==> config.mk <==
export PLATFORM = sky130hd
export DESIGN_NAME = dwspi_device_flat
export DESIGN_NICKNAME = d
export VERILOG_FILES = /design/src/shared/dwspi_pkg.sv /design/src/shared/dwspi_if.sv /design/src/hdl/dwspi_device.sv /design/src/flat_wrapper.sv
export VERILOG_INCLUDE_DIRS = /design/src /design/src/shared
export SDC_FILE = /design/constraint.sdc
export NUM_CORES = 1
export LEC_CHECK = 0
export BUFFER_PORTS_ARGS = -buffer_cell sky130_fd_sc_hd__buf_2
export CAP_MARGIN = 20
export CORE_MARGIN = 5
export CORE_UTILIZATION = 30
export CTS_BUF_LIST = sky130_fd_sc_hd__clkbuf_8 sky130_fd_sc_hd__clkbuf_16
export DETAILED_ROUTE_END_ITERATION = 12
export GPL_TIMING_DRIVEN = 1
export SYNTH_ARGS = -nofsm -noshare
export SYNTH_HDL_FRONTEND = slang
export SYNTH_SLANG_ARGS = --single-unit
==> constraint.sdc <==
create_clock -name pclk -period 6.2 [get_ports pclk]
set_clock_uncertainty 0.05 [all_clocks]
set_input_delay 0 -clock pclk [delete_from_list [all_inputs] [get_ports pclk]]
set_output_delay 0 -clock pclk [all_outputs]
set_load 0.1 [all_outputs]
==> src/shared/dwspi_params.svh <==
`ifndef DWSPI_PARAMS_SVH
`define DWSPI_PARAMS_SVH

// Instruction byte layout: opcode, device address, pot select, slot index
`define DWSPI_OP_MSB 7
`define DWSPI_OP_LSB 5
`define DWSPI_DEV_MSB 4
`define DWSPI_DEV_LSB 3
`define DWSPI_POT_BIT 2
`define DWSPI_SLOT_MSB 1
`define DWSPI_SLOT_LSB 0

// Opcodes
`define DWSPI_OP_RD_WIPER 3'h0
`define DWSPI_OP_WR_WIPER 3'h1
`define DWSPI_OP_RD_SLOT 3'h2
`define DWSPI_OP_WR_SLOT 3'h3
`define DWSPI_OP_SLOT_TO_WIPER 3'h4
`define DWSPI_OP_WIPER_TO_SLOT 3'h5

// Reset values
`define DWSPI_SLOT_RESET 6'h00
`define DWSPI_SYNC_RESET 7'h1a

// Timing
`define DWSPI_CLK_PERIOD_NS 25
`define DWSPI_NVW_TIME_NS 1000
`define DWSPI_NVW_CYCLES ((`DWSPI_NVW_TIME_NS + `DWSPI_CLK_PERIOD_NS - 1) / `DWSPI_CLK_PERIOD_NS)
`define DWSPI_HALF_DIV 8

// Controller register offsets and fields
`define DWSPI_REG_CMD 12'h000
`define DWSPI_REG_PINS 12'h004
`define DWSPI_REG_STAT 12'h008
`define DWSPI_CMD_GO_BIT 16
`define DWSPI_CMD_MODE3_BIT 17
`define DWSPI_PINS_WP_BIT 0
`define DWSPI_PINS_PAUSE_BIT 1
`define DWSPI_PINS_RESET 2'h1

`endif

==> src/shared/dwspi_pkg.sv <==
`default_nettype none
package dwspi_pkg;
  typedef logic [5:0] dwspi_wiper_t;
  typedef logic [2:0] dwspi_op_t;
  typedef enum logic [2:0] {
    DEV_RECALL, DEV_IDLE, DEV_INSTR, DEV_DATA, DEV_DONE, DEV_IGNORE
  } dwspi_dev_state_e;
  typedef enum logic [2:0] {
    MST_IDLE, MST_SETUP, MST_SHIFT, MST_FINISH, MST_GAP
  } dwspi_mst_state_e;
endpackage
`default_nettype wire
==> src/shared/dwspi_if.sv <==
`timescale 1ns/1ps
`default_nettype none
interface dwspi_if;
  logic sck;
  logic cs_n;
  logic si;
  logic so;
  logic so_oe;
  logic hold_n;
  logic wp_n;
  logic so_line;
  // Released line is pulled high
  assign so_line = so_oe ? so : 1'b1;
  modport dev (input sck, cs_n, si, hold_n, wp_n, output so, so_oe);
  modport mst (output sck, cs_n, si, hold_n, wp_n, input so_line);
endinterface
`default_nettype wire

==> src/hdl/dwspi_device.sv <==
// Decided for this implementation: the address map and the APB slave port.
`timescale 1ns/1ps
`default_nettype none
`include "dwspi_params.svh"

module dwspi_device #(
  parameter int NVW_CYCLES = `DWSPI_NVW_CYCLES
) (
  input wire logic pclk, // System clock
  input wire logic presetn, // Async reset, low
  dwspi_if.dev link, // Serial link
  input wire logic addr_pin_low, // Device address bit 0
  input wire logic addr_pin_high, // Device address bit 1
  output dwspi_pkg::dwspi_wiper_t wiper_pos0, // Tap of pot 0
  output dwspi_pkg::dwspi_wiper_t wiper_pos1, // Tap of pot 1
  output logic nvw_busy // Slot write running
);
  import dwspi_pkg::*;

  logic [6:0] pin_raw;
  logic [6:0] sync1_q;
  logic [6:0] sync2_q;
  logic sck_s, cs_s, si_s, hold_s, wp_s;
  logic [1:0] addr_s;
  logic sck_prev_q, cs_prev_q, wp_prev_q;
  logic rise_ok, fall_ok, cs_fall, cs_rise, wp_fall, byte_done;
  logic paused_q;
  dwspi_dev_state_e state_q;
  logic [2:0] bitcnt_q;
  logic [7:0] shift_q;
  logic [7:0] in_byte;
  logic [7:0] instr_q;
  logic [7:0] out_q;
  logic so_q, so_oe_q;
  dwspi_wiper_t wiper_q [2];
  dwspi_wiper_t slot_q [2][4];
  logic pend_q, abort_q, pend_pot_q;
  logic [1:0] pend_idx_q;
  dwspi_wiper_t pend_data_q;
  logic nvw_busy_q;
  logic [15:0] nvw_cnt_q;
  logic addr_match;
  dwspi_op_t in_op, cur_op;
  logic in_pot;
  logic [1:0] in_idx;

  function automatic dwspi_op_t op_of(input logic [7:0] b);
    op_of = b[`DWSPI_OP_MSB:`DWSPI_OP_LSB];
  endfunction

  function automatic logic is_read(input dwspi_op_t op);
    is_read = (op == `DWSPI_OP_RD_WIPER) || (op == `DWSPI_OP_RD_SLOT);
  endfunction

  function automatic logic has_data(input dwspi_op_t op);
    has_data = is_read(op) || (op == `DWSPI_OP_WR_WIPER) || (op == `DWSPI_OP_WR_SLOT);
  endfunction

  // Every pin, serial clock included, crosses two flops first
  assign pin_raw = {addr_pin_high, addr_pin_low, link.wp_n, link.hold_n, link.si,
                    link.cs_n, link.sck};
  always_ff @(posedge pclk or negedge presetn) begin
    if (!presetn) begin
      sync1_q <= `DWSPI_SYNC_RESET;
      sync2_q <= `DWSPI_SYNC_RESET;
    end else begin
      sync1_q <= pin_raw;
      sync2_q <= sync1_q;
    end
  end

  assign sck_s = sync2_q[0];
  assign cs_s = sync2_q[1];
  assign si_s = sync2_q[2];
  assign hold_s = sync2_q[3];
  assign wp_s = sync2_q[4];
  assign addr_s = sync2_q[6:5];

  // Edge history of the synchronised pins
  always_ff @(posedge pclk or negedge presetn) begin
    if (!presetn) begin
      sck_prev_q <= 1'b0;
      cs_prev_q <= 1'b1;
      wp_prev_q <= 1'b1;
    end else begin
      sck_prev_q <= sck_s;
      cs_prev_q <= cs_s;
      wp_prev_q <= wp_s;
    end
  end

  // Clock edges count only while selected and not paused
  assign rise_ok = sck_s & ~sck_prev_q & ~cs_s & ~paused_q;
  assign fall_ok = ~sck_s & sck_prev_q & ~cs_s & ~paused_q;
  assign cs_fall = ~cs_s & cs_prev_q;
  assign cs_rise = cs_s & ~cs_prev_q;
  assign wp_fall = ~wp_s & wp_prev_q;
  assign byte_done = rise_ok && (bitcnt_q == 3'h7);
  assign in_byte = {shift_q[6:0], si_s};
  assign in_op = op_of(in_byte);
  assign in_pot = in_byte[`DWSPI_POT_BIT];
  assign in_idx = in_byte[`DWSPI_SLOT_MSB:`DWSPI_SLOT_LSB];
  assign cur_op = op_of(instr_q);
  assign addr_match = (in_byte[`DWSPI_DEV_MSB:`DWSPI_DEV_LSB] == addr_s);

  // Pause is taken only with the clock low and left with the clock low or on deselect
  always_ff @(posedge pclk or negedge presetn) begin
    if (!presetn) begin
      paused_q <= 1'b0;
    end else if (cs_s) begin
      paused_q <= 1'b0;
    end else if (!paused_q && !hold_s && !sck_s) begin
      paused_q <= 1'b1;
    end else if (paused_q && hold_s && !sck_s) begin
      paused_q <= 1'b0;
    end
  end

  // Sequence state; bit count and shifter freeze during a pause
  always_ff @(posedge pclk or negedge presetn) begin
    if (!presetn) begin
      state_q <= DEV_RECALL;
      bitcnt_q <= 3'h0;
      shift_q <= 8'h00;
      instr_q <= 8'h00;
    end else if (state_q == DEV_RECALL) begin
      state_q <= DEV_IDLE;
    end else if (cs_s) begin
      state_q <= DEV_IDLE;
      bitcnt_q <= 3'h0;
    end else if (cs_fall) begin
      // A running slot write keeps the part deaf to a new sequence
      state_q <= nvw_busy_q ? DEV_IGNORE : DEV_INSTR;
      bitcnt_q <= 3'h0;
    end else if (rise_ok) begin
      shift_q <= in_byte;
      bitcnt_q <= bitcnt_q + 3'h1;
      case (state_q)
        DEV_INSTR: begin
          if (byte_done) begin
            instr_q <= in_byte;
            if (!addr_match) begin
              state_q <= DEV_IGNORE;
            end else if (has_data(in_op)) begin
              state_q <= DEV_DATA;
            end else begin
              state_q <= DEV_DONE;
            end
          end
        end
        DEV_DATA: begin
          if (byte_done) begin
            state_q <= DEV_DONE;
          end
        end
        default: begin
        end
      endcase
    end
  end

  // Wiper positions: recall, copy from slot, direct write
  always_ff @(posedge pclk or negedge presetn) begin
    if (!presetn) begin
      wiper_q[0] <= `DWSPI_SLOT_RESET;
      wiper_q[1] <= `DWSPI_SLOT_RESET;
    end else if (state_q == DEV_RECALL) begin
      wiper_q[0] <= slot_q[0][0];
      wiper_q[1] <= slot_q[1][0];
    end else if (!cs_s && !cs_fall && byte_done) begin
      if (state_q == DEV_INSTR && addr_match && in_op == `DWSPI_OP_SLOT_TO_WIPER) begin
        wiper_q[in_pot] <= slot_q[in_pot][in_idx];
      end else if (state_q == DEV_DATA && cur_op == `DWSPI_OP_WR_WIPER) begin
        // Wiper writes stay open even with protect low
        wiper_q[instr_q[`DWSPI_POT_BIT]] <= in_byte[5:0];
      end
    end
  end

  // Read data: loaded after the instruction, moved out on falls
  always_ff @(posedge pclk or negedge presetn) begin
    if (!presetn) begin
      out_q <= 8'h00;
      so_q <= 1'b0;
      so_oe_q <= 1'b0;
    end else begin
      so_oe_q <= (state_q == DEV_DATA) && is_read(cur_op) && !cs_s && !paused_q;
      if (state_q == DEV_INSTR && byte_done && !cs_fall) begin
        out_q <= {2'h0, (in_op == `DWSPI_OP_RD_WIPER) ? wiper_q[in_pot]
                                                      : slot_q[in_pot][in_idx]};
      end else if (state_q == DEV_DATA && fall_ok && is_read(cur_op)) begin
        so_q <= out_q[7];
        out_q <= {out_q[6:0], 1'b0};
      end
    end
  end

  // Pending slot write, armed by the sequence, launched by deselect
  always_ff @(posedge pclk or negedge presetn) begin
    if (!presetn) begin
      pend_q <= 1'b0;
      abort_q <= 1'b0;
      pend_pot_q <= 1'b0;
      pend_idx_q <= 2'h0;
      pend_data_q <= `DWSPI_SLOT_RESET;
    end else if (cs_fall) begin
      pend_q <= 1'b0;
      abort_q <= 1'b0;
    end else if (cs_rise) begin
      pend_q <= 1'b0;
    end else if (!cs_s && wp_fall) begin
      pend_q <= 1'b0;
      abort_q <= 1'b1;
    end else if (byte_done && wp_s && !abort_q) begin
      // Protect low never arms a slot write
      if (state_q == DEV_INSTR && addr_match && in_op == `DWSPI_OP_WIPER_TO_SLOT) begin
        pend_q <= 1'b1;
        pend_pot_q <= in_pot;
        pend_idx_q <= in_idx;
        pend_data_q <= wiper_q[in_pot];
      end else if (state_q == DEV_DATA && cur_op == `DWSPI_OP_WR_SLOT) begin
        pend_q <= 1'b1;
        pend_pot_q <= instr_q[`DWSPI_POT_BIT];
        pend_idx_q <= instr_q[`DWSPI_SLOT_MSB:`DWSPI_SLOT_LSB];
        pend_data_q <= in_byte[5:0];
      end
    end
  end

  // Internal write cycle; once started nothing stops it
  always_ff @(posedge pclk or negedge presetn) begin
    if (!presetn) begin
      nvw_busy_q <= 1'b0;
      nvw_cnt_q <= 16'h0000;
    end else if (nvw_busy_q) begin
      nvw_cnt_q <= nvw_cnt_q - 16'h0001;
      if (nvw_cnt_q == 16'h0001) begin
        nvw_busy_q <= 1'b0;
      end
    end else if (cs_rise && pend_q && wp_s && !abort_q) begin
      nvw_busy_q <= 1'b1;
      nvw_cnt_q <= 16'(NVW_CYCLES);
    end
  end

  // Saved slots keep their data; only the end of a write cycle changes them
  always_ff @(posedge pclk or negedge presetn) begin
    if (!presetn) begin
      for (int p = 0; p < 2; p++) begin
        for (int s = 0; s < 4; s++) begin
          slot_q[p][s] <= `DWSPI_SLOT_RESET;
        end
      end
    end else if (nvw_busy_q && nvw_cnt_q == 16'h0001) begin
      slot_q[pend_pot_q][pend_idx_q] <= pend_data_q;
    end
  end

  assign link.so = so_q;
  assign link.so_oe = so_oe_q;
  assign wiper_pos0 = wiper_q[0];
  assign wiper_pos1 = wiper_q[1];
  assign nvw_busy = nvw_busy_q;
endmodule
`default_nettype wire

==> src/flat_wrapper.sv <==
// flat-port wrapper written by rule: the top's interface ports become plain ports
module dwspi_device_flat import dwspi_pkg::*;
#(
  parameter int NVW_CYCLES = `DWSPI_NVW_CYCLES
)
  (pclk, presetn, addr_pin_low, addr_pin_high, wiper_pos0, wiper_pos1, nvw_busy, link_sck, link_cs_n, link_si, link_hold_n, link_wp_n, link_so, link_so_oe);
  dwspi_if link_i ();
  input wire logic pclk;
  input wire logic presetn;
  input wire logic addr_pin_low;
  input wire logic addr_pin_high;
  output dwspi_pkg::dwspi_wiper_t wiper_pos0;
  output dwspi_pkg::dwspi_wiper_t wiper_pos1;
  output logic nvw_busy;
  input wire logic [$bits(link_i.sck)-1:0] link_sck;
  input wire logic [$bits(link_i.cs_n)-1:0] link_cs_n;
  input wire logic [$bits(link_i.si)-1:0] link_si;
  input wire logic [$bits(link_i.hold_n)-1:0] link_hold_n;
  input wire logic [$bits(link_i.wp_n)-1:0] link_wp_n;
  output wire logic [$bits(link_i.so)-1:0] link_so;
  output wire logic [$bits(link_i.so_oe)-1:0] link_so_oe;
  assign link_i.sck = link_sck;
  assign link_i.cs_n = link_cs_n;
  assign link_i.si = link_si;
  assign link_i.hold_n = link_hold_n;
  assign link_i.wp_n = link_wp_n;
  assign link_so = link_i.so;
  assign link_so_oe = link_i.so_oe;
  dwspi_device #(.NVW_CYCLES(NVW_CYCLES)) u_core (.pclk(pclk), .presetn(presetn), .link(link_i), .addr_pin_low(addr_pin_low), .addr_pin_high(addr_pin_high), .wiper_pos0(wiper_pos0), .wiper_pos1(wiper_pos1), .nvw_busy(nvw_busy));
endmodule
# After elaboration in Yosys (flattened, before gate mapping)
# Index checks and enable logic that the tools add are counted.
[word_totals]
register_bits = 137
latch_bits = 0
mem_bits_rw = 0
romBits = 0
mem_count = 0
[op_classes]
add_sub_neg = 2
n_mul = 0
div = 0
magnitude_cmp = 9
eq_ne = 16
n_shift = 0
muxes = 63
bitwise = 25
reduce_logical = 64
[op_table]
columns = ["op", "count"]
rows = [
  ["two-way mux 24 bit", 4],
  ["two-way mux 6 bit", 11],
  ["bitwise mux 48 bit", 1],
  ["two-way mux 12 bit", 4],
  ["two-way mux 3 bit", 12],
  ["two-way mux 16 bit", 2],
  ["logical AND 1 bit", 30],
  ["bitwise mux 12 bit", 2],
  ["demux 24 bit (select 1 bit)", 1],
  ["equality test 3 x 2 -> 1 bit (second input constant)", 6],
  ["two-way mux 1 bit", 17],
  ["equality test 16 x 1 -> 1 bit (second input constant)", 1],
  ["two-way mux 8 bit", 2],
  ["subtractor 16 x 1 -> 16 bit (second input constant)", 1],
  ["binary-select mux 6 bit (select 2 bit)", 1],
  ["demux 6 bit (select 1 bit)", 2],
  ["demux 6 bit (select 2 bit)", 1],
  ["NOT 1 bit", 11],
  ["!= test 5 x 1 -> 1 bit (second input constant)", 2],
  ["AND reduction 2 bit", 5],
  ["nonzero test 2 bit", 5],
  ["nonzero test 5 bit", 2],
  ["AND 1 bit", 9],
  ["equality test 3 bit (second input constant)", 3],
  ["other kinds (20)", 44],
]

# Longest topological paths before layout
[depth]
ltp_word = 12
ltp_mapped = 10

# Worst setup path after synthesis
# Ideal clock, no wire load.
[synth_path]
path_type = "reg-to-reg"
from = "reg u_core.nvw_busy_q (netlist: u_core.nvw_busy)"
to = "reg u_core.slot_q[42] (netlist name)"
setup_time_ns = 0.125
arrival_ns = 2.606
slack_ns = 3.419
stages_incl_launch_ff = 7
n_path_buf = 1
cell_sequence = "dfrtp_1 nor3b_1 and2b_1 nand4b_4 or4b_4 buf_6 mux2_4"
[synth_between]
elab_chain_cells = 1
[synth_rtl]
columns = ["element", "line_no", "rtl"]
rows = [
  ["from (decl)", "dwspi_device.sv:40", "logic nvw_busy_q;"],
  ["from (signal assigned)", "dwspi_device.sv:233", "nvw_busy_q <= 1'b0;"],
  ["from (signal assigned)", "dwspi_device.sv:238", "nvw_busy_q <= 1'b0;"],
  ["from (signal assigned)", "dwspi_device.sv:241", "nvw_busy_q <= 1'b1;"],
  ["logical AND 1 bit", "dwspi_device.sv:254", "end else if (nvw_busy_q && nvw_cnt_q == 16'h0001) begin"],
  ["to (signal, indexed assignment)", "dwspi_device.sv:251", "slot_q[p][s] <= `DWSPI_SLOT_RESET;"],
  ["to (signal, indexed assignment)", "dwspi_device.sv:255", "slot_q[pend_pot_q][pend_idx_q] <= pend_data_q;"],
  ["to (decl)", "dwspi_device.sv:36", "dwspi_wiper_t slot_q [2][4];"],
]
# Every way passes these cells.
# A chain may end at the register's enable or synchronous reset.

# Worst setup path after layout
[layout_path]
from = "reg u_core.sync2_q[1]"
to = "reg u_core.wiper_q (netlist bit u_core.wiper_pos1[2])"
[layout_between]
elab_chain_cells = 7
elab_cells_between_ends = 11
[layout_rtl]
columns = ["element", "line_no", "rtl"]
rows = [
  ["from (decl)", "dwspi_device.sv:22", "logic [6:0] sync2_q;"],
  ["from (signal assigned)", "dwspi_device.sv:65", "sync2_q <= `DWSPI_SYNC_RESET;"],
  ["from (signal assigned)", "dwspi_device.sv:68", "sync2_q <= sync1_q;"],
  ["NOT 1 bit", "dwspi_device.sv:93, dwspi_device.sv:95", ""],
  ["AND 1 bit (on tied branches)", "dwspi_device.sv:93, dwspi_device.sv:95", ""],
  ["AND 1 bit / logical NOT 1 bit (equally long branches)", "dwspi_device.sv:93, dwspi_device.sv:170", ""],
  ["logical AND 1 bit (on tied branches)", "dwspi_device.sv:98, dwspi_device.sv:170", ""],
  ["logical AND 1 bit *", "dwspi_device.sv:170", "end else if (!cs_s && !cs_fall && byte_done) begin"],
  ["nonzero test 2 bit (no source line) *", "-", ""],
  ["AND reduction 2 bit (no source line) *", "-", ""],
  ["to (signal, indexed assignment)", "dwspi_device.sv:172", "wiper_q[in_pot] <= slot_q[in_pot][in_idx];"],
  ["to (signal, indexed assignment)", "dwspi_device.sv:175", "wiper_q[instr_q[`DWSPI_POT_BIT]] <= in_byte[5:0];"],
  ["to (decl)", "dwspi_device.sv:35", "dwspi_wiper_t wiper_q [2];"],
]
# Every way passes the cells marked *; elsewhere a longest branch is shown, timed or not.

==> results.cfg <==
[floorplan]
std_cell_rows = 53
dieWidth_um = 156.3
io_pins = 24
die_area_um2 = 24440
start_util_pct = 30.47
coreArea_um2 = 21090
fp.dieH_um = 156.3

[final_layout]
fin_nets = 599
fillers = 2067
syn_to_final_growth_pct = 18.19
layout-drive-gt1-share_pct = 25.84
fin_cells = 871
num_antenna_cells = 0
fin_util_pct = 36.01

[worst_setup_path]
critPathSlowestCell = nor4b_2
critical_path_peak_fanout = 11
end_kind = register
worst-path-buf-inv = 0
cp.required_ns = 6.45
slowest_delay_ns = 0.72
crit_family = simple AND/OR/NAND/NOR gates
worst_setup_path_start_kind = register
path_class = register to register
crit_arrival_ns = 3.13
cp_cell_sequence = nor4b_2 > nand3_1 > o21bai_1 > mux2_2

[detailed_routing]
top_layer = met4
totalWireLength_mm = 15.42
wl_per_cell_um = 17.71
drtIter0Drc = 521
vias_per_cell = 5.220
num_vias = 4547
met2_length_mm = 7.253
ant_nets = 0
drc = 0
dr_wl_met3_um = 768
dr.pass1.iters = 6
wl_met1_mm = 7.034

[synthesis]
ys_seq_area_share_pct = 52.74
ys_ff_latch = 135
synth_fp_nets = 566
synth-main-ff-cell = dfrtp_1
synth_area_leaders = dfrtp_1, mux2_2, nand2_1, mux2i_1, dfstp_2
synth_area_per_cell_um2 = 11.68
netlist_instances = 550
ys_warn_count = 0
async_reset_ff_share_pct = 100.0
syn-cell-area_um2 = 6425
synth-edff-count = 0
yosysUniqueCellTypes = 65
synth_area_leader_cell = dfrtp_1
yosysTopAreaCellShare_pct = 49.46

[pwr]
leakagePower_nw = 3.432
combPwrFrac_pct = 8.2
internal_power_mw = 1.664
ir_worst_vdd_mv = 0.1695
power_switching_mw = 0.5153
clkPwrFrac_pct = 49.5
swShare_pct = 23.65
p_per_area_nw_per_um2 = 287.0
p_seq_share_pct = 42.2

[timing]
rsz0062_at_grt = false
post-route-period-util_pct = 46.45
tightest_slew_ns = 1.022
slew_headroom_pct = 31.88
post-route-min-period_ns = 2.880
setup_viol = 0
setup-tns-final_ns = 0
hold_viol_final = 0
final_max_slew_viol_count = 0
timing.fmax_ghz = 0.3473

[global_route]
grt_start_max_net_pins = 79
antenna_found_initial = 0
grtUsageTotal_pct = 13.04
grt_first_pass_wirelength_mm = 25.06
overflow = 0
grt_pass1_vias = 4636

[placed_design]
place_hpwl_mm = 10.59
portBuffers = 23
gp_congestion = 0.9070
placedCellCount = 829

[run_status]
status = finished, final reports clean

[cts]
clk_pin_slew_worst_paths_ns = 0.06
cts-htree-levels = 4
cts_buffers = 17
cts_root_buf = clkbuf_16
postCtsSetupBuffers = 0
cts_tree = done
cts_max_path_buffers = 2
clock_latency_ns = 0.42
clkSinkCount = 135

[hold_path]
hp-class = input pin to asynchronous set/reset pin

[job]
maxCapViolCount = 0
cell families after synthesis:
family / synth area share [%]
AO/OA/AOI/OAI: 9.874
XOR/XNOR: 0.5454
adder cells (fa/ha/maj): 1.363
buffers and inverters: 2.415
flip-flops: 52.74
multiplexers: 18.42
AND/OR/NAND/NOR: 14.64
power groups by stage:
stage                     registers, mW  logic (mW)  clock network, mW
after global routing              0.923       0.196               1.14
after global placement            0.935       0.169                  0
after CTS                         0.920       0.177               1.10
after detailed placement          0.936       0.173                  0
final                             0.920       0.180               1.08
after floorplan                   0.940       0.108                  0
synth_stat cells, types with 3 or more instances:
master      n
o311ai_0    3
o22a_1      4
nand3b_1    6
ha_1        7
a211oi_1    3
o41ai_1     3
o21bai_1    3
buf_1       3
nand4_1     4
a221o_1    11
a311oi_1    3
and3_1      5
a22oi_1     4
o21ai_0    27
o211ai_1    3
o31ai_1     3
inv_1      12
clkbuf_1   18
mux2_2     56
nor2_1     36
a21oi_1    10
mux2_4      6
a31oi_1     3
mux2i_1    26
mux4_2      9
dfrtp_1   127
nand3_1    16
nor3_1      9
dfstp_2     8
nand2_1    75
layer usage:
| metal | track usage (%) | vias up |
|---|---|---|
| li1 | - | 2091 |
| met1 | 17.62 | 2296 |
| met2 | 20.34 | 132 |
| met3 | 2.931 | 28 |
| met4 | 5.331 | 0 |
| met5 | 0 | - |
layout by cell type, fill, tap and decap left out, types with 5 or more instances in the layout:
master	count
nand3b_1	6
ha_1	7
and3_1	5
o21ai_0	27
mux4_2	9
mux2_2	56
clkbuf_16	17
a21oi_1	10
buf_4	5
inv_1	13
buf_2	22
dfstp_2	8
nand3_1	16
dfrtp_1	127
mux2i_1	26
nor3_1	8
a221o_1	11
nand2_1	75
nor2_1	36
dlygate4sd3_1	8
mux2_4	6
layout make-up:
type / count / area [um^2] / share of cell area, %
sequential: 135 / 3388 / 44.62
multi-input combinational: 378 / 2893 / 38.10
clock buffer: 20 / 466.7 / 6.146
tap: 275 / 344.1 / 4.531
timing repair buffer: 38 / 277.8 / 3.658
clock inverter: 12 / 175.2 / 2.307
inverter: 13 / 48.80 / 0.6426
state kept, by name, indices dropped and copies added (netlist names), 6 cells and up:
signal / count
u_core.shift_q: 7
u_core.sync2_q: 7
u_core.instr_q: 6
u_core.wiper_pos1: 6
u_core.slot_q: 48
u_core.out_q: 8
u_core.nvw_cnt_q: 16
u_core.sync1_q: 7
u_core.wiper_pos0: 6
u_core.pend_data_q: 6
per-stage QoR:
step	setup slack, ns	hold WS [ns]	instance area (um^2)	power, mW
after global routing	3.228	0.08497	7594	2.259
after global placement	3.446	-0.05740	6833	1.103
final	3.320	0.04416	7594	2.179
after detailed placement	3.403	-0.05452	6833	1.108
after CTS	3.381	0.06027	7555	2.197
after floorplan	3.419	-0.3456	6425	1.048
final timing paths:
path,startpoint,end,slack [ns],cells past startpoint
worst max-delay path,u_core.sync2_q[1],u_core.wiper_pos1[2],3.32,4
worst min-delay path,presetn,u_core.wiper_pos0[5],0.04,2
worst max register to register,u_core.sync2_q[1],u_core.wiper_pos1[2],3.32,4
worst min register to register,u_core.sync1_q[6],u_core.sync2_q[6],0.30,0
max in group asynchronous,presetn,u_core.wp_prev_q,5.05,4
min in group pclk,addr_pin_high,u_core.sync1_q[6],0.17,2
repair_timing:
item	in CTS	in global routing
gates resized for setup	0	0
endpoints found under the hold margin	64	0
hold buffers	8	0
(Power assumes the default switching activity.)
